## src/core/led_enable_pkg.sv

```systemverilog
package led_enable_pkg;
	localparam logic [7:0] fault_readback_offset = 8'h0e;
	localparam logic [7:0] output_enable_offset = 8'h0f;
	localparam logic [7:0] dc_limit_config_offset = 8'h03;
	localparam int dc_limit_enable_bit = 0;
	localparam int code_width = 6;
	localparam int first_on_bit = 0;
	localparam int second_on_bit = 1;
	localparam logic [5:0] fault_code_reset = 6'h00;
	localparam logic [5:0] flash_setting_reset = 6'h28;
	localparam logic [1:0] enable_reset = 2'h0;
endpackage : led_enable_pkg

```

## src/core/input_sync.sv

```systemverilog
`timescale 1ns/1ps
module input_sync (
	input wire logic core_clk, // block clock
	input wire logic reset_n, // async reset, active low
	input wire logic async_in, // pin level
	output logic sync_out // synchronised level
);
	logic stage1;
	always_ff @(posedge core_clk or negedge reset_n) begin
		if (!reset_n) begin
			stage1 <= 1'b0;
			sync_out <= 1'b0;
		end else begin
			stage1 <= async_in;
			sync_out <= stage1;
		end
	end
endmodule : input_sync

```

## src/core/led_channel_enable_and_fault_readback.sv

```systemverilog
// What this block does
// RULE1: on a dc limit fault, capture the second channel flash code; bits 7:6 reserved.
// RULE2: captured code is linear, 18.7 mA per count, copied unchanged.
// RULE3: enable bit 1 turns the second channel on; resets to zero.
// RULE4: enable bit 0 turns the first channel on; resets to zero.
// RULE5: host clears both bits, then sets both in one write to start both.
// RULE6: with first channel on, a write setting bit 1 is ignored.
// RULE7: with second channel on, a write setting bit 0 is ignored.
// RULE8: dc limit flag reports only when dc limiting is enabled in register 0x03.
// RULE9: second channel flash setting is a six bit code, 18.7 mA per count.
// RULE10: captured code holds until the next capture; reads leave it alone.
`timescale 1ns/1ps
module led_channel_enable_and_fault_readback
	import led_enable_pkg::*;
(
	input wire logic core_clk, // 25 MHz clock
	input wire logic reset_n, // async reset, active low
	input wire logic reg_write, // one-cycle register write strobe from the serial decoder
	input wire logic [7:0] reg_addr, // register address
	input wire logic [7:0] reg_wdata, // write data
	input wire logic [7:0] dc_limit_config, // configuration register 0x03 contents
	input wire logic [5:0] second_channel_flash_setting, // programmed second channel flash code
	input wire logic dc_limit_detect, // raw dc limit comparator, asynchronous pin
	output logic [7:0] reg_rdata, // read data for reg_addr
	output logic dc_limit_reached_flag, // dc limit status flag
	output logic first_channel_output_on, // first channel output enable
	output logic second_channel_output_on // second channel output enable
);
	////////////////////////////////////////////////////////////////////////////
	logic detect_sync;
	logic dc_limit_enabled;
	logic fault_event;
	logic [5:0] led2_fault_current_code;
	logic write_enable_reg;
	logic want_first;
	logic want_second;
	logic next_first;
	logic next_second;
	logic [7:0] next_rdata;

	// a set request survives unless only the other channel is already running
	function automatic logic set_allowed(input logic want, input logic own, input logic other);
		return want & ~(other & ~own);
	endfunction : set_allowed

	input_sync u_detect_sync (
		.core_clk(core_clk),
		.reset_n(reset_n),
		.async_in(dc_limit_detect),
		.sync_out(detect_sync)
	);

	assign dc_limit_enabled = dc_limit_config[dc_limit_enable_bit];
	// capture on the rising edge of the gated flag, so a long fault stores one snapshot
	assign fault_event = detect_sync & dc_limit_enabled & ~dc_limit_reached_flag; // [RULE8]

	////////////////////////////////////////////////////////////////////////////
	always_ff @(posedge core_clk or negedge reset_n) begin
		if (!reset_n) begin
			dc_limit_reached_flag <= 1'b0;
		end else begin
			dc_limit_reached_flag <= detect_sync & dc_limit_enabled; // [RULE8]
		end
	end

	// the code is copied raw: its scale is the same 18.7 mA per count as the setting
	always_ff @(posedge core_clk or negedge reset_n) begin
		if (!reset_n) begin
			led2_fault_current_code <= fault_code_reset;
		end else if (fault_event) begin
			led2_fault_current_code <= second_channel_flash_setting; // [RULE1] [RULE2] [RULE9] [RULE10]
		end
	end

	////////////////////////////////////////////////////////////////////////////
	assign write_enable_reg = reg_write && (reg_addr == output_enable_offset);
	assign want_first = reg_wdata[first_on_bit];
	assign want_second = reg_wdata[second_on_bit];
	// a set request is dropped while only the other channel already runs; clears always land
	assign next_second = set_allowed(want_second, second_channel_output_on, first_channel_output_on); // [RULE6] [RULE5]
	assign next_first = set_allowed(want_first, first_channel_output_on, second_channel_output_on); // [RULE7] [RULE5]

	always_ff @(posedge core_clk or negedge reset_n) begin
		if (!reset_n) begin
			first_channel_output_on <= enable_reset[first_on_bit]; // [RULE4]
			second_channel_output_on <= enable_reset[second_on_bit]; // [RULE3]
		end else if (write_enable_reg) begin
			first_channel_output_on <= next_first; // [RULE4]
			second_channel_output_on <= next_second; // [RULE3]
		end
	end

	////////////////////////////////////////////////////////////////////////////
	// reads have no side effect; reserved bits and unmapped addresses read zero
	always_comb begin
		next_rdata = 8'h00;
		unique case (reg_addr)
			fault_readback_offset: next_rdata = {2'b00, led2_fault_current_code}; // [RULE1] [RULE10]
			output_enable_offset: next_rdata = {6'h00, second_channel_output_on, first_channel_output_on};
			default: next_rdata = 8'h00;
		endcase
	end

	always_ff @(posedge core_clk or negedge reset_n) begin
		if (!reset_n) begin
			reg_rdata <= 8'h00;
		end else begin
			reg_rdata <= next_rdata;
		end
	end
endmodule : led_channel_enable_and_fault_readback

```

## config.mk

```make
export PLATFORM = sky130hd
export DESIGN_NAME = led_channel_enable_and_fault_readback
export DESIGN_NICKNAME = d
export VERILOG_FILES = /design/src/core/led_enable_pkg.sv /design/src/core/input_sync.sv /design/src/core/led_channel_enable_and_fault_readback.sv
export SDC_FILE = /design/constraint.sdc
export NUM_CORES = 1
export LEC_CHECK = 0
export ABC_AREA = 1
export BUFFER_PORTS_ARGS = -buffer_cell sky130_fd_sc_hd__buf_2
export CORE_MARGIN = 2
export CORE_UTILIZATION = 30
export CTS_CLUSTER_DIAMETER = 200
export DETAILED_ROUTE_END_ITERATION = 16
export PLACE_DENSITY = 0.7
export SYNTH_ARGS = -nofsm -noshare
export SYNTH_HDL_FRONTEND = slang
export SYNTH_SLANG_ARGS = --single-unit
```

## constraint.sdc

```tcl
create_clock -name core_clk -period 1.26 [get_ports core_clk]
set_input_delay 0.252 -clock core_clk [delete_from_list [all_inputs] [get_ports core_clk]]
set_output_delay 0.252 -clock core_clk [all_outputs]
set_load 0.03 [all_outputs]
```

==> flow_summary.json <==
{
  "status": "complete, no violations",
  "die_h_um": 53.1,
  "antenna_found_initial": 0,
  "h-tree-depth": 1,
  "post-route-min-period_ps": 1170,
  "wl_um": 1300,
  "grt_max_degree": 18,
  "syn_area_per_cell_um2": 9.64,
  "vias": 553,
  "ir_worst_vdd_v": 0.000504,
  "reg2regPathDepth": 3,
  "post_cts_buffers": 0,
  "dpl.cell_count": 130,
  "drive_gt1_frac": 0.402,
  "wire_per_inst_um": 9.62,
  "start_kind": "register",
  "fin_crit_sh": 0.929,
  "crit_family": "flip-flops",
  "insertedDiodeCount": 0,
  "crit_path_max_fanout": 5,
  "initial_utilization": 0.321,
  "min-delay-start": "dc_limit_detect",
  "grtUsageTotal": 0.108,
  "numPortBuffers": 29,
  "reg2reg_from": "dc_limit_reached_flag",
  "die_w_um": 53.1,
  "final_nets": 142,
  "synth.area.top_cells": "dfrtp_1 59%, nand2_1 8.3%, inv_1 5.7%",
  "io_pins": 45,
  "yosysWarnings": 0,
  "core_um2": 2250,
  "cts_hold_buf": 1,
  "slowest_stage": "dfrtp_1",
  "viasPerCell": 4.10,
  "synthAdderAreaFrac": 0,
  "insertion_delay_ps": 280,
  "cts_tree": "yes",
  "leakagePower_nw": 0.537,
  "drtAntennaViolNets": 0,
  "synth_simple_gate_area_frac": 0.220,
  "yosysUniqueCellTypes": 15,
  "crit_chain": "buf_2",
  "tns_ps": 0,
  "skew_ps": 3.51,
  "post-dp-hpwl_um": 1060,
  "grt_pass1_wl_um": 2170,
  "grt_pass1_vias": 569,
  "cts_buffers": 3,
  "synthMuxAreaShare": 0,
  "synthXorXnorAreaFrac": 0,
  "rsz0062_at_grt": "no",
  "cts_root_buf": "clkbuf_4",
  "max_freq_ghz": 0.855,
  "crit_required_ps": 1010,
  "end_kind": "output pin",
  "synth_top_area_share": 0.588,
  "dr.pass1.iters": 4,
  "cp_num_buf_inv": 1,
  "r2r_setup_slack_ps": 250,
  "hold_path.class": "in -> reg",
  "hold_violations": 0,
  "hold_depth": 1,
  "hold_path_end": "u_detect_sync.stage1",
  "path_clk_slew_ps": 90,
  "drcViolationCount": 0,
  "synth-seq-area-share": 0.588,
  "layoutNonFillerInstCount": 135,
  "fp-row-count": 17,
  "gp_congestion": 0.664,
  "slowest_delay_ps": 420,
  "worst-endpoint-arrival_ps": 920,
  "syn_inst": 75,
  "maxCapViolations": 0,
  "synth_compound_area_frac": 0.0934,
  "grt_overflow_total": 0,
  "finalSetupViolCount": 0,
  "dieArea_um2": 2820,
  "synth_top_family_by_area": "simple AND/OR/NAND/NOR gates",
  "cts_resized": 0,
  "drt_iter0_drc": 2,
  "ys_ff_latch": 17,
  "yosysTopAreaCell": "dfrtp_1",
  "drv_slew": 0,
  "clk_path_buf_depth": 2,
  "clock-sinks": 17,
  "synth_area_um2": 723,
  "syn2layout_area_growth_pct": 26.8,
  "crit_type": "reg -> out",
  "startpoint": "first_channel_output_on",
  "reg2reg_to": "led2_fault_current_code[2]",
  "pwr_density_cell_nw_per_um2": 1110
}
-- flip-flops by register name, indices dropped and copies added, names as in the netlist --
name                      cells
second_channel_output_on      1
u_detect_sync.sync_out        1
dc_limit_reached_flag         1
led2_fault_current_code       6
u_detect_sync.stage1          1
reg_rdata                     6
first_channel_output_on       1
-- synth_stat cells --
library cell  count
o21ai_2           2
buf_4             2
nand2_1          16
a21oi_2           4
dfrtp_1          17
inv_1            11
conb_1            1
a21boi_0          1
or2_4             1
o21a_1            1
nor3b_2           1
buf_6             1
nor2_2            3
nor2_1            9
nand3_1           5
-- per-layer routing --
layer / vias up / wire length (um) / global-route usage
met1: 238 / 527 / 0.103
met4: 0 / 14 / 0.0641
met3: 2 / 126 / 0.0282
li1: 288 / - / -
met5: - / 0 / 0
met2: 25 / 631 / 0.204
-- per-stage QoR --
| stage | utilization | cell area [um^2] | worst slack (ps) | hold WS, ps | total power [mW] |
|---|---|---|---|---|---|
| detailed placement | 0.391 | 881 | 207 | 192 | 0.757 |
| CTS | 0.407 | 917 | 69.7 | 66.4 | 1.04 |
| global placement | 0.391 | 881 | 268 | 181 | 0.747 |
| global route | 0.407 | 917 | 23.6 | 57.7 | 1.08 |
| finish | 0.407 | 917 | 89.8 | 79.0 | 1.02 |
| floorplan | - | 727 | 117 | -43.6 | 0.700 |
-- power breakdown --
group          internal [mW]  leakage, nW  total [mW]  switching, mW
combinational         0.0592        0.306       0.146         0.0865
clock                  0.123       0.0150       0.272          0.149
sequential             0.582        0.216       0.598         0.0161
total                  0.764        0.537        1.02          0.251
-- placed cells by master, fill, tap and decap left out --
| cell type | synthesis | final |
|---|---|---|
| clkbuf_4 | 0 | 3 |
| dlygate4sd3_1 | 0 | 1 |
| nand2_1 | 16 | 16 |
| nand3_1 | 5 | 5 |
| o21a_1 | 1 | 1 |
| nor2_2 | 3 | 3 |
| inv_1 | 11 | 11 |
| dfrtp_1 | 17 | 17 |
| conb_1 | 1 | 2 |
| nor3b_2 | 1 | 1 |
| o21ai_2 | 2 | 2 |
| nor2_1 | 9 | 9 |
| a21oi_2 | 4 | 4 |
| or2_4 | 1 | 1 |
| a21boi_0 | 1 | 1 |
| clkbuf_1 | 0 | 1 |
| buf_2 | 0 | 29 |
-- worst max-delay path by stage --
| stage | endpoint | cells past startpoint |
|---|---|---|
| floorplan | led2_fault_current_code[3] | 4 |
| global placement | led2_fault_current_code[2] | 5 |
| detailed placement | reg_rdata[4] | 5 |
| CTS | first_channel_output_on | 1 |
| global route | first_channel_output_on | 1 |
| finish | first_channel_output_on | 1 |
-- logic make-up after synthesis --
kind of cell,after synthesis
AND/OR/NAND/NOR,35
flip-flops,17
buffers and inverters,14
AO/OA/AOI/OAI,8
other,1
-- area by class of cell --
| cell class | count | area (um^2) |
|---|---|---|
| Multi-Input combinational cell | 45 | 234 |
| Timing Repair Buffer | 30 | 155 |
| Sequential cell | 17 | 425 |
| Fill cell | 252 | 1340 |
| Clock buffer | 4 | 26.3 |
| Tap cell | 28 | 35.0 |
| Inverter | 11 | 41.3 |
(Power assumes the default switching activity.)
